--- src/pm_params.svh ---
// offsets, field positions, status codes and counts of the pm command block
// assumes an 8-bit page address and byte-wide register port
`ifndef PM_PARAMS_SVH
`define PM_PARAMS_SVH
`define OFS_FLAG      8'h08
`define FLAG_BIT      7
`define OFS_STATUS    8'h25
`define OFS_START     8'h80
`define OFS_INT_STAT  8'h81
`define OFS_INT_MASK  8'h82
`define OFS_CMD_CHK   8'h85
`define OFS_RPL_LEN   8'h86
`define OFS_RPL_CHK   8'h87
`define OFS_REC_SIZE  8'h88
`define OFS_LANES     8'h8c
`define OFS_METRIC    8'h90
`define OFS_RSVD_LO   8'h91
`define OFS_RSVD_HI   8'h9b
`define DATA_BYTES    120
`define CHK_COUNT     4'h9
`define METRIC_RSVD   8'hf8
`define ST_IDLE       8'h00
`define ST_CAPTURED   8'h81
`define ST_CHECKING   8'h82
`define ST_EXECUTING  8'h83
`define ST_SUCCESS    8'h01
`define ST_FAIL_ANY   8'h40
`define ST_FAIL_PARAM 8'h42
`define ST_FAIL_CHK   8'h45
`define INT_OK        0
`define INT_FAIL      1
`endif

--- src/pm_pkg.sv ---
// types shared by the pm command block
// assumes pm_params.svh carries every number
package pm_pkg;
    typedef enum logic [2:0] {
        S_IDLE,
        S_CAPT,
        S_CHECK,
        S_EXEC,
        S_WAIT,
        S_STORE,
        S_FIN
    } state_t;
    typedef logic [1:0] irq_bits_t;
endpackage : pm_pkg

--- src/irq_if.sv ---
// interrupt status and mask traffic between core and interrupt unit
// assumes one clock domain
`timescale 1ns/1ps
interface irq_if;
    pm_pkg::irq_bits_t set_ev;
    logic              wr_clr;
    logic              wr_mask;
    pm_pkg::irq_bits_t wdata;
    pm_pkg::irq_bits_t status;
    pm_pkg::irq_bits_t mask;
    modport core (output set_ev, output wr_clr, output wr_mask, output wdata,
                  input status, input mask);
    modport unit (input set_ev, input wr_clr, input wr_mask, input wdata,
                  output status, output mask);
endinterface : irq_if

--- src/byte_sum.sv ---
// running 8-bit modulo sum for check bytes
// assumes clear and add come from the same clock domain
`timescale 1ns/1ps
module byte_sum (
    // clock and reset
    input  wire logic       clock,
    input  wire logic       rst_n,
    // control
    input  wire logic       clr,
    input  wire logic       add,
    input  wire logic [7:0] din,
    // result
    output logic      [7:0] sum_r
);
    always_ff @(posedge clock or negedge rst_n) begin
        if (!rst_n) begin
            sum_r <= 8'h00;
        end else if (clr) begin
            sum_r <= 8'h00;
        end else if (add) begin
            sum_r <= sum_r + din;
        end
    end
endmodule : byte_sum

--- src/irq_unit.sv ---
// sticky event status, write-one-to-clear, mask, one level interrupt
// assumes events are one-cycle pulses on the same clock
`timescale 1ns/1ps
module irq_unit (
    // clock and reset
    input  wire logic clock,
    input  wire logic rst_n,
    // core side
    irq_if.unit       bus,
    // interrupt
    output logic      irq
);
    pm_pkg::irq_bits_t status_r;
    pm_pkg::irq_bits_t mask_r;

    // a new event beats a clear in the same cycle
    always_ff @(posedge clock or negedge rst_n) begin
        if (!rst_n) begin
            status_r <= 2'h0;
        end else begin
            status_r <= (status_r & ~(bus.wr_clr ? bus.wdata : 2'h0)) | bus.set_ev;
        end
    end

    always_ff @(posedge clock or negedge rst_n) begin
        if (!rst_n) begin
            mask_r <= 2'h0;
        end else if (bus.wr_mask) begin
            mask_r <= bus.wdata;
        end
    end

    always_ff @(posedge clock or negedge rst_n) begin
        if (!rst_n) begin
            irq <= 1'b0;
        end else begin
            irq <= |(status_r & mask_r);
        end
    end

    assign bus.status = status_r;
    assign bus.mask   = mask_r;
endmodule : irq_unit

--- src/pm_data_command_reply.sv ---
// performance-monitoring data command: command page, checks, record fetch, reply
// assumes a same-clock pm statistics source with request/valid handshake
//
// Summary of operation
// lane mask bytes 140-143, bit i is lane i+1; only set lanes are reported
// metric byte 144: bit0 snr, bit1 ltp, bit2 pre-fec ber; bits 3-7 zero
// bytes 145-147 reserved, 148-151 restricted, 152-155 custom; no meaning given
// completion flag in status byte 8 set when processing has finished
// in progress status 10xxxxxx: captured, checking, executing
// success status is 00000001
// failure 01xxxxxx: 000000 unspecified, 000010 parameter, 000101 check byte
// reply length in byte 134, reply check byte in byte 135
// reply records in bytes 136-255, 6 or 8 bytes per metric
// byte 136 bit 0 picks 6-byte or 8-byte records with current value
// host reads reply only after completion flag and success code
//
// Design decision made here: the plain strobed port.
`timescale 1ns/1ps
`include "pm_params.svh"
module pm_data_command_reply #(
    parameter int DATA_BYTES = `DATA_BYTES
) (
    // clock and reset
    input  wire logic        clock,
    input  wire logic        rst_n,
    // register port
    input  wire logic [7:0]  addr,
    input  wire logic [7:0]  wdata,
    input  wire logic        wr_en,
    input  wire logic        rd_en,
    output logic      [7:0]  rdata,
    // pm statistics source
    output logic             pm_req,
    output logic      [4:0]  pm_lane,
    output logic      [1:0]  pm_metric,
    input  wire logic        pm_valid,
    input  wire logic        pm_error,
    input  wire logic [15:0] pm_min,
    input  wire logic [15:0] pm_mean,
    input  wire logic [15:0] pm_max,
    input  wire logic [15:0] pm_cur,
    // interrupt
    output logic             irq
);
    pm_pkg::state_t state_r;
    logic        rec_size_r;
    logic [31:0] lanes_r;
    logic [7:0]  metric_r;
    logic [7:0]  cmd_chk_r;
    logic [7:0]  rpl_len_r;
    logic [7:0]  rpl_chk_r;
    logic        done_r;
    logic [7:0]  status_r;
    logic        w_size;
    logic [31:0] w_lanes;
    logic [7:0]  w_metric;
    logic [7:0]  w_chk;
    logic [3:0]  idx_r;
    logic [4:0]  lane_r;
    logic [1:0]  met_r;
    logic [2:0]  byte_r;
    logic [6:0]  wptr_r;
    logic [63:0] val_r;
    logic [7:0]  buf_r [DATA_BYTES];
    logic        pm_req_r;
    logic [1:0]  ev_r;
    logic [7:0]  rdata_r;
    logic [7:0]  csum;
    logic [7:0]  rsum;
    logic [7:0]  chk_byte;
    logic [7:0]  rec_byte;
    logic [9:0]  total;
    logic        start;
    logic        last_pos;
    logic        sel_now;
    logic        show_reply;

    irq_if ib ();

    ////////////////////////////////////////////////////////////////////////
    // helpers

    function automatic logic [5:0] popcount(input logic [31:0] v);
        logic [5:0] n;
        n = 6'h00;
        for (int i = 0; i < 32; i++) begin
            n = n + {5'h00, v[i]};
        end
        return n;
    endfunction : popcount

    assign start    = wr_en && addr == `OFS_START && state_r == pm_pkg::S_IDLE;
    assign last_pos = lane_r == 5'h1f && met_r == 2'h2;
    assign sel_now  = w_lanes[lane_r] && w_metric[met_r];
    // lanes carried big-endian, byte 143 holds lanes 1 to 8
    always_comb begin
        case (idx_r)
            4'h0:    chk_byte = {7'h00, w_size};
            4'h4:    chk_byte = w_lanes[31:24];
            4'h5:    chk_byte = w_lanes[23:16];
            4'h6:    chk_byte = w_lanes[15:8];
            4'h7:    chk_byte = w_lanes[7:0];
            4'h8:    chk_byte = w_metric;
            default: chk_byte = 8'h00;
        endcase
    end
    // record: min, mean, max, then current; each 16-bit value msb first
    always_comb begin
        case (byte_r)
            3'h0:    rec_byte = val_r[63:56];
            3'h1:    rec_byte = val_r[55:48];
            3'h2:    rec_byte = val_r[47:40];
            3'h3:    rec_byte = val_r[39:32];
            3'h4:    rec_byte = val_r[31:24];
            3'h5:    rec_byte = val_r[23:16];
            3'h6:    rec_byte = val_r[15:8];
            default: rec_byte = val_r[7:0];
        endcase
    end

    assign total = 10'(popcount(w_lanes) * popcount({29'h0, w_metric[2:0]}) * (w_size ? 4'h8 : 4'h6));

    byte_sum u_cmd_sum (
        .clock (clock),
        .rst_n (rst_n),
        .clr   (state_r == pm_pkg::S_CAPT),
        .add   (state_r == pm_pkg::S_CHECK && idx_r < `CHK_COUNT),
        .din   (chk_byte),
        .sum_r (csum)
    );

    byte_sum u_rpl_sum (
        .clock (clock),
        .rst_n (rst_n),
        .clr   (state_r == pm_pkg::S_CAPT),
        .add   (state_r == pm_pkg::S_STORE),
        .din   (rec_byte),
        .sum_r (rsum)
    );

    irq_unit u_irq (
        .clock (clock),
        .rst_n (rst_n),
        .bus   (ib.unit),
        .irq   (irq)
    );

    assign ib.set_ev  = ev_r;
    assign ib.wr_clr  = wr_en && addr == `OFS_INT_STAT;
    assign ib.wr_mask = wr_en && addr == `OFS_INT_MASK;
    assign ib.wdata   = wdata[1:0];

    ////////////////////////////////////////////////////////////////////////
    // command fields written by the host; reserved bytes are dropped

    always_ff @(posedge clock or negedge rst_n) begin
        if (!rst_n) begin
            rec_size_r <= 1'b0;
            lanes_r    <= 32'h0;
            metric_r   <= 8'h00;
            cmd_chk_r  <= 8'h00;
        end else if (wr_en) begin
            case (addr)
                `OFS_REC_SIZE:  rec_size_r     <= wdata[0];
                `OFS_LANES:     lanes_r[31:24] <= wdata;
                8'h8d:          lanes_r[23:16] <= wdata;
                8'h8e:          lanes_r[15:8]  <= wdata;
                8'h8f:          lanes_r[7:0]   <= wdata;
                `OFS_METRIC:    metric_r       <= wdata;
                `OFS_CMD_CHK:   cmd_chk_r      <= wdata;
                default: begin
                end
            endcase
        end
    end

    ////////////////////////////////////////////////////////////////////////
    // sequencer

    always_ff @(posedge clock or negedge rst_n) begin
        if (!rst_n) begin
            state_r  <= pm_pkg::S_IDLE;
            status_r <= `ST_IDLE;
            done_r   <= 1'b0;
            ev_r     <= 2'h0;
            idx_r    <= 4'h0;
            lane_r   <= 5'h00;
            met_r    <= 2'h0;
            byte_r   <= 3'h0;
            wptr_r   <= 7'h00;
            pm_req_r <= 1'b0;
            val_r    <= 64'h0;
            w_size   <= 1'b0;
            w_lanes  <= 32'h0;
            w_metric <= 8'h00;
            w_chk    <= 8'h00;
        end else begin
            ev_r <= 2'h0;
            case (state_r)
                pm_pkg::S_IDLE: begin
                    if (start) begin
                        // the command is frozen so later host writes cannot disturb it
                        w_size   <= rec_size_r;
                        w_lanes  <= lanes_r;
                        w_metric <= metric_r;
                        w_chk    <= cmd_chk_r;
                        done_r   <= 1'b0;
                        status_r <= `ST_CAPTURED;
                        state_r  <= pm_pkg::S_CAPT;
                    end
                end
                pm_pkg::S_CAPT: begin
                    idx_r    <= 4'h0;
                    status_r <= `ST_CHECKING;
                    state_r  <= pm_pkg::S_CHECK;
                end
                pm_pkg::S_CHECK: begin
                    if (idx_r != `CHK_COUNT) begin
                        idx_r <= idx_r + 4'h1;
                    end else if (8'(csum + w_chk) != 8'hff) begin
                        status_r <= `ST_FAIL_CHK;
                        done_r   <= 1'b1;
                        ev_r     <= 2'h2;
                        state_r  <= pm_pkg::S_IDLE;
                    end else if ((w_metric & `METRIC_RSVD) != 8'h00 || total == 10'h0
                                 || total > 10'(DATA_BYTES)) begin
                        status_r <= `ST_FAIL_PARAM;
                        done_r   <= 1'b1;
                        ev_r     <= 2'h2;
                        state_r  <= pm_pkg::S_IDLE;
                    end else begin
                        lane_r   <= 5'h00;
                        met_r    <= 2'h0;
                        wptr_r   <= 7'h00;
                        status_r <= `ST_EXECUTING;
                        state_r  <= pm_pkg::S_EXEC;
                    end
                end
                pm_pkg::S_EXEC: begin
                    if (sel_now) begin
                        pm_req_r <= 1'b1;
                        state_r  <= pm_pkg::S_WAIT;
                    end else if (last_pos) begin
                        state_r <= pm_pkg::S_FIN;
                    end else begin
                        met_r  <= met_r == 2'h2 ? 2'h0 : met_r + 2'h1;
                        lane_r <= met_r == 2'h2 ? lane_r + 5'h01 : lane_r;
                    end
                end
                pm_pkg::S_WAIT: begin
                    if (pm_valid) begin
                        pm_req_r <= 1'b0;
                        if (pm_error) begin
                            status_r <= `ST_FAIL_ANY;
                            done_r   <= 1'b1;
                            ev_r     <= 2'h2;
                            state_r  <= pm_pkg::S_IDLE;
                        end else begin
                            val_r   <= {pm_min, pm_mean, pm_max, pm_cur};
                            byte_r  <= 3'h0;
                            state_r <= pm_pkg::S_STORE;
                        end
                    end
                end
                pm_pkg::S_STORE: begin
                    wptr_r <= wptr_r + 7'h01;
                    byte_r <= byte_r + 3'h1;
                    if (byte_r == (w_size ? 3'h7 : 3'h5)) begin
                        if (last_pos) begin
                            state_r <= pm_pkg::S_FIN;
                        end else begin
                            met_r   <= met_r == 2'h2 ? 2'h0 : met_r + 2'h1;
                            lane_r  <= met_r == 2'h2 ? lane_r + 5'h01 : lane_r;
                            state_r <= pm_pkg::S_EXEC;
                        end
                    end
                end
                pm_pkg::S_FIN: begin
                    status_r <= `ST_SUCCESS;
                    done_r   <= 1'b1;
                    ev_r     <= 2'h1;
                    state_r  <= pm_pkg::S_IDLE;
                end
                default: state_r <= pm_pkg::S_IDLE;
            endcase
        end
    end

    ////////////////////////////////////////////////////////////////////////
    // reply storage and header

    always_ff @(posedge clock) begin
        if (state_r == pm_pkg::S_STORE) begin
            buf_r[wptr_r] <= rec_byte;
        end
    end

    // host may write the header bytes; a successful finish (S_FIN) overwrites them, a failed completion leaves them
    always_ff @(posedge clock or negedge rst_n) begin
        if (!rst_n) begin
            rpl_len_r <= 8'h00;
            rpl_chk_r <= 8'h00;
        end else if (state_r == pm_pkg::S_FIN) begin
            rpl_len_r <= {1'b0, wptr_r};
            rpl_chk_r <= ~rsum;
        end else if (wr_en && addr == `OFS_RPL_LEN) begin
            rpl_len_r <= wdata;
        end else if (wr_en && addr == `OFS_RPL_CHK) begin
            rpl_chk_r <= wdata;
        end
    end

    ////////////////////////////////////////////////////////////////////////
    // register reads, one cycle later

    // buffer bytes are returned only below the reply length; reads past it give zero
    assign show_reply = done_r && status_r == `ST_SUCCESS && addr >= `OFS_REC_SIZE;

    always_ff @(posedge clock or negedge rst_n) begin
        if (!rst_n) begin
            rdata_r <= 8'h00;
        end else if (rd_en) begin
            if (show_reply) begin
                rdata_r <= 8'(addr - `OFS_REC_SIZE) < rpl_len_r ? buf_r[7'(addr - `OFS_REC_SIZE)] : 8'h00;
            end else begin
                case (addr)
                    `OFS_FLAG:     rdata_r <= {done_r, 7'h00};
                    `OFS_STATUS:   rdata_r <= status_r;
                    `OFS_INT_STAT: rdata_r <= {6'h00, ib.status};
                    `OFS_INT_MASK: rdata_r <= {6'h00, ib.mask};
                    `OFS_CMD_CHK:  rdata_r <= cmd_chk_r;
                    `OFS_RPL_LEN:  rdata_r <= rpl_len_r;
                    `OFS_RPL_CHK:  rdata_r <= rpl_chk_r;
                    `OFS_REC_SIZE: rdata_r <= {7'h00, rec_size_r};
                    `OFS_LANES:    rdata_r <= lanes_r[31:24];
                    8'h8d:         rdata_r <= lanes_r[23:16];
                    8'h8e:         rdata_r <= lanes_r[15:8];
                    8'h8f:         rdata_r <= lanes_r[7:0];
                    `OFS_METRIC:   rdata_r <= metric_r;
                    default:       rdata_r <= 8'h00;
                endcase
            end
        end
    end

    assign rdata     = rdata_r;
    assign pm_req    = pm_req_r;
    assign pm_lane   = lane_r;
    assign pm_metric = met_r;

    logic irq_ok_seen;
    assign irq_ok_seen = ev_r[`INT_OK];
endmodule : pm_data_command_reply

--- config.mk ---
export PLATFORM = sky130hd
export DESIGN_NAME = pm_data_command_reply
export DESIGN_NICKNAME = d
export VERILOG_FILES = /design/src/pm_pkg.sv /design/src/irq_if.sv /design/src/byte_sum.sv /design/src/irq_unit.sv /design/src/pm_data_command_reply.sv
export VERILOG_INCLUDE_DIRS = /design/src /design/src/src
export SDC_FILE = /design/constraint.sdc
export NUM_CORES = 2
export LEC_CHECK = 0
export BUFFER_PORTS_ARGS = -buffer_cell sky130_fd_sc_hd__buf_2
export CORE_AREA = 8 8 393 395
export CTS_CLUSTER_SIZE = 30
export DETAILED_ROUTE_END_ITERATION = 10
export DIE_AREA = 0 0 401 403
export PLACE_DENSITY = 0.57
export SYNTH_ARGS = -nofsm -noshare
export SYNTH_HDL_FRONTEND = slang
export SYNTH_HIERARCHICAL = 1
export SYNTH_SLANG_ARGS = --single-unit
export TNS_END_PERCENT = 5
--- constraint.sdc ---
create_clock -name clock -period 16.75 [get_ports clock]
set_clock_uncertainty 0.2 [all_clocks]
set_input_delay 3.35 -clock clock [delete_from_list [all_inputs] [get_ports clock]]
set_output_delay 3.35 -clock clock [all_outputs]
set_load 0.03 [all_outputs]
# == Yosys cells after proc, flatten, opt, wreduce, memory -nomap -nowiden ==
# Memory sizes are Yosys's and may differ from the RTL's.
# Cells that the tools add are included.
# classes
shift,0
n_eq_ne,51
bitwise,6
multipliers,2
addsub,42
n_lt_le_gt_ge,6
n_reduce_logical,48
mux,82
n_div,0
# op_table
op,n
6-bit by 1-bit adder with 6-bit output,26
8-bit two-way mux,17
8-bit one-hot mux with 13 select lines,1
8-bit == test (second input constant),12
8-bit one-hot mux with 7 select lines,1
8-bit one-hot mux with 6 select lines,1
8-bit one-hot mux with 5 select lines,1
5-bit two-way mux,7
2-bit two-way mux,16
3-bit two-way mux,10
8-bit adder,3
2-bit != test (second input constant),11
7-bit two-way mux,3
2-bit AND reduction,10
3-bit == test (second input constant),6
3-bit one-hot mux with 6 select lines,1
4-bit by 3-bit == test with 1-bit output (second input constant),4
2-bit nonzero test,8
5-bit one-hot mux with 3 select lines,1
7-bit one-hot mux with 2 select lines,1
3-bit by 2-bit == test with 1-bit output (second input constant),4
1-bit two-way mux,12
2-bit one-hot mux with 3 select lines,2
6-bit AND reduction,2
57 further kinds,77
# totals
romBits,0
latch_bits,0
ramBits,960
mem_count,1
regBits,243
# mem_list
name,words,width,rd,rd_ports_with_merged_regs,write_ports,line,text
buf_r,120,8,1,0,1,pm_data_command_reply.sv:64,logic [7:0] buf_r [DATA_BYTES];

# == Logic depth before layout (Yosys ltp) ==
# depth
word_depth,40
mapped_depth,35
depth_no_buf,35

# == Modules after synthesis ==
# Netlist, hierarchy kept.
# by_module_without_submodules
module,seq_area_each_um2,n_inst,area_per_inst_um2,cells_per_inst
pm_data_command_reply,34307.9,1,49906.6,2818
byte_sum,200.2,2,646.9,66
irq_unit,125.1,1,186.4,12

# == Worst setup path before layout ==
# No wires, ideal clock.
# synth_path
path_type,reg2reg
startpoint,register w_lanes[23]
endpoint,register lane_r[2] (netlist: pm_lane[2])
synth_period_minus_slack_ps,9038
arrival_ps,8772
t_required_ps,16484
setup_time_ps,66
stages_incl_launch_ff,33
n_path_buf,0
setup_slack_ps,7712
cell_sequence,dfrtp_1 fa_1 fa_1 inv_1 fa_1 inv_1 fa_1 fa_1 inv_1 fa_1 inv_1 ha_1 inv_1 fa_1 xnor2_1 and2_1 ha_1 ha_1 fa_1 nand2_1 fa_1 inv_1 ha_1 ha_1 fa_1 a21o_1 a21oi_1 xnor2_1 nor4_1 nand4b_1 a31o_4 or4_1 nand2_1
# synth_via
elab_chain_cells,16
word_cells_on_any_way,21
# synth_lines
item,line,text
start: declaration,pm_data_command_reply.sv:55,logic [31:0] w_lanes;
start signal: assignment,pm_data_command_reply.sv:204,w_lanes <= lanes_r;
branches (longest 15 deep; another with 9-bit by 4-bit multiplier with 10-bit output),n/a,
6-bit AND reduction (no line) (*),n/a,
end signal: assignment,pm_data_command_reply.sv:247,lane_r <= met_r == 2'h2 ? lane_r + 5'h01 : lane_r;
end signal: assignment,pm_data_command_reply.sv:273,lane_r <= met_r == 2'h2 ? lane_r + 5'h01 : lane_r;
end: declaration,pm_data_command_reply.sv:59,logic [4:0] lane_r;
# Mark *: on every way between the ends. The select of a mux whose other input is x is not followed.
# A chain may end at the register's enable or synchronous reset.

# == Worst setup path after layout ==
# Same ends and word-level chain as after synthesis.

==> results.sh <==
export IMPL_worstPathArrival_ps=10170
export IMPL_synth_fp_nets=3155
export IMPL_clockRootBuffer="sky130_fd_sc_hd__clkbuf_16"
export IMPL_leakagePower_nw=18.2
export IMPL_timing_critical_path_to_type="register"
export IMPL_holdBufCountCts=0
export IMPL_detailedRoute_firstPassIterationCount=5
export IMPL_htreeDepth=4
export IMPL_place_inst=4918
export IMPL_cap_viol_max_count=0
export IMPL_route_detailed_vias_per_inst=5.42
export IMPL_post_drt_wl_per_cell_um=26.1
export IMPL_post_synth_top_area_fraction=0.561
export IMPL_grt_start_max_net_pins=113
export IMPL_critical_path_most_common_cell="sky130_fd_sc_hd__fa_1"
export IMPL_synth_warnings=6
export IMPL_setup_viol=0
export IMPL_multi_input_combinational_cell_area_sq_um=15700
export IMPL_yosys_most_used_dff="sky130_fd_sc_hd__edfxtp_1"
export IMPL_clock_sinks=1200
export IMPL_synth_top_area_cell="sky130_fd_sc_hd__edfxtp_1"
export IMPL_criticalPathCategory="register to register"
export IMPL_design_portCount=103
export IMPL_max_clock_freq_mhz=103
export IMPL_postCtsResizedCells=0
export IMPL_number_of_distinct_library_cells_after_synthesis=86
export IMPL_final_min_clock_period_ps=9700
export IMPL_rsz0062_at_grt="no"
export IMPL_synthCells=2962
export IMPL_die_width_um=401
export IMPL_num_fill_cells=13500
export IMPL_floorplan_die_area_sq_um=162000
export IMPL_routed_wirelength_mm=135
export IMPL_fin_area_sq_um=58400
export IMPL_overflow=0
export IMPL_worstHoldPathType="register to register"
export IMPL_setup_slack_of_the_critical_path_after_layout_ps=7050
export IMPL_via_count_of_the_first_global_routing_pass=28300
export IMPL_dp_final_hpwl_mm=86.1
export IMPL_slew_viol_final=0
export IMPL_layout_nets=3303
export IMPL_rr_endpoint="pm_lane[2]"
export IMPL_placeableCoreArea_sq_um=149000
export IMPL_critPathTopFamily="adder cells"
export IMPL_count_of_flip_flops_with_a_built_in_enable_after_synthesis=960
export IMPL_place_ws_ps=7110
export IMPL_worst_r2r_cell_count=33
export IMPL_initial_core_util=0.346
export IMPL_finish_cell_count_without_fillers=5159
export IMPL_worst_path_max_fanout=7
export IMPL_worst_hold_path_endpoint="u_irq/bus.status[0]"
export IMPL_slew_headroom=0.189
export IMPL_worstReg2RegStart="w_lanes[23]"
export IMPL_min_path_cells=1
export IMPL_synth_seq_cells=1200
export IMPL_grt_pass1_wl_mm=198
export IMPL_grt_antenna_before_repair=3
export IMPL_routed_via_count=28000
export IMPL_portBuffers=102
export IMPL_synth_async_reset_ratio=0.200
export IMPL_drcViolationCount=0
export IMPL_cts_post_setup_buffers_inserted=0
export IMPL_status="finished clean"
export IMPL_clk_insertion_delay_late_ps=750
export IMPL_synth_seq_area_share=0.678
export IMPL_synthTopCellsByArea="sky130_fd_sc_hd__edfxtp_1 56%, sky130_fd_sc_hd__mux4_2 12%, sky130_fd_sc_hd__dfrtp_1 12%"
export IMPL_cts_max_path_buffers=3
export IMPL_total_power_mw=6.16
export IMPL_flow_area_growth_from_synthesis_pct=13.7
export IMPL_fin_crit_sh=0.579
export IMPL_post_syn_area_sq_um=51400
export IMPL_timing_critical_path_buf_inv=7
export IMPL_min_delay_start="ev_r[0]"
export IMPL_timing_final_hold_violations=0
export IMPL_final_core_utilization=0.393
export IMPL_critPathMaxStageDelay_ps=540
export IMPL_max_slew_worst_pin_slew_ps=1210
export IMPL_pwr_density_cell_nw_per_um2=105
export IMPL_start_kind="register"
export IMPL_critPathRequiredTime_ps=17220
export IMPL_fp_dieH_um=403
export IMPL_clock_tree_from_tritoncts="done"
export IMPL_r2r_slack_ps=7050
export IMPL_setup_total_negative_slack_ps=0
export IMPL_worst_ir_drop_vdd_mv=0.0860
export IMPL_placed_cell_area_sq_um=54300
export IMPL_gpl_final_weighted_congestion=0.836
export IMPL_critPathSlowestCell="sky130_fd_sc_hd__nor4_1"
export IMPL_antenna_violating_nets_post_route=0
export IMPL_numCtsBuffers=134
export IMPL_sequential_cell_area_sq_um=34800
export IMPL_fp_row_count=142
export IMPL_grt_use_total=0.163
export IMPL_worst_hold_slack_ps=236
export IMPL_detailedRoute_firstIterationViolations=2750
export IMPL_drive_gt1_frac=0.258
export IMPL_clkTransAtPathRegs_ps=60
export IMPL_synth_avg_cell_area_sq_um=17.3
[state kept, by name (all words and copies together) (netlist names), 32 cells and up]
register and cells:
val_r 64, w_lanes 32, buf_r 960, lanes_r 32
[worst max path at each step]
stage                     slack [ps]  cells after the start          to         from
final                           7050                     33  pm_lane[2]  w_lanes[23]
after global routing            6560                     32  pm_lane[0]  w_lanes[23]
after CTS                       7090                     32  pm_lane[2]  w_lanes[23]
after detailed placement        7110                     32  pm_lane[2]  w_lanes[23]
after global placement          7190                     32  pm_lane[2]  w_lanes[23]
after floorplan                 7710                     32  pm_lane[2]  w_lanes[23]
[Yosys cell counts (all sizes together), types with 67 or more instances]
library cell / instances
mux2: 171
o21ai: 78
inv: 79
nor2: 204
edfxtp: 960
a21oi: 93
clkbuf: 86
dfrtp: 240
buf: 67
mux4: 272
nand2: 146
mux2i: 77
ha: 72
[worst register-to-register path: cells and delay by family, from the launching register on]
family / cells / cell delay, ps
adder cells (fa/ha/maj): 14 / 5730
multiplexers: 1 / 80
XOR/XNOR: 3 / 590
flip-flops: 1 / 430
buffers and inverters: 7 / 380
AO/OA/AOI/OAI: 1 / 350
AND/OR/NAND/NOR: 7 / 1890
[cells by family (layout without fill, tap and decap cells)]
kind of cell | count (synthesis) | in the layout | synth area share
and+or+nand+nor | 514 | 514 | 0.0464
adders and majority gates | 107 | 107 | 0.0312
AOI/OAI and AO/OA | 355 | 355 | 0.0469
other | 0 | 5 | 0
xor gates and xnor gates | 32 | 32 | 0.00572
muxes | 520 | 520 | 0.172
DFF | 1200 | 1200 | 0.678
buffers and inverters | 234 | 482 | 0.0199
[metal layers]
metal / part of all wire / global-route usage / vias up / wire, um
met5: 0.000096 / 0 / - / 13
met4: 0.025 / 0.0427 / 2 / 3310
met3: 0.054 / 0.0273 / 204 / 7330
met2: 0.48 / 0.270 / 894 / 65300
met1: 0.44 / 0.226 / 14800 / 58900
li1: - / - / 12000 / -
[cell usage in the layout, fill, tap and decap left out, types with 19 or more instances in the layout]
cell type and count:
sky130_fd_sc_hd__a21oi_1 83, sky130_fd_sc_hd__a221oi_1 20, sky130_fd_sc_hd__a222oi_1 22, sky130_fd_sc_hd__a22o_1 21, sky130_fd_sc_hd__buf_2 98, sky130_fd_sc_hd__buf_4 63, sky130_fd_sc_hd__clkbuf_1 35, sky130_fd_sc_hd__clkbuf_16 140
sky130_fd_sc_hd__clkinv_1 21, sky130_fd_sc_hd__clkinv_2 19, sky130_fd_sc_hd__dfrtp_1 240, sky130_fd_sc_hd__edfxtp_1 960, sky130_fd_sc_hd__fa_1 35, sky130_fd_sc_hd__ha_1 72, sky130_fd_sc_hd__inv_1 76, sky130_fd_sc_hd__mux2_2 167
sky130_fd_sc_hd__mux2i_1 77, sky130_fd_sc_hd__mux4_2 271, sky130_fd_sc_hd__nand2_1 146, sky130_fd_sc_hd__nand3_1 28, sky130_fd_sc_hd__nor2_1 202, sky130_fd_sc_hd__nor2b_1 19, sky130_fd_sc_hd__nor3_1 29, sky130_fd_sc_hd__o21ai_0 73
[area by class of cell]
| type | count | share of cell area |
|---|---|---|
| well taps | 1944 | 0.0416 |
| multi-input cells | 1528 | 0.268 |
| inverters | 81 | 0.00525 |
| flip-flops and latches | 1200 | 0.596 |
| clock buffers | 181 | 0.0636 |
| diodes | 5 | 0.000214 |
| clock inverters | 55 | 0.00726 |
| repair buffers | 165 | 0.0176 |
[where the power goes]
part / internal (mW) / switching, mW
clock: 1.62 / 1.18
combinational: 0.0574 / 0.110
sequential: 3.19 / 0.00849
(Power assumes the default switching activity.)
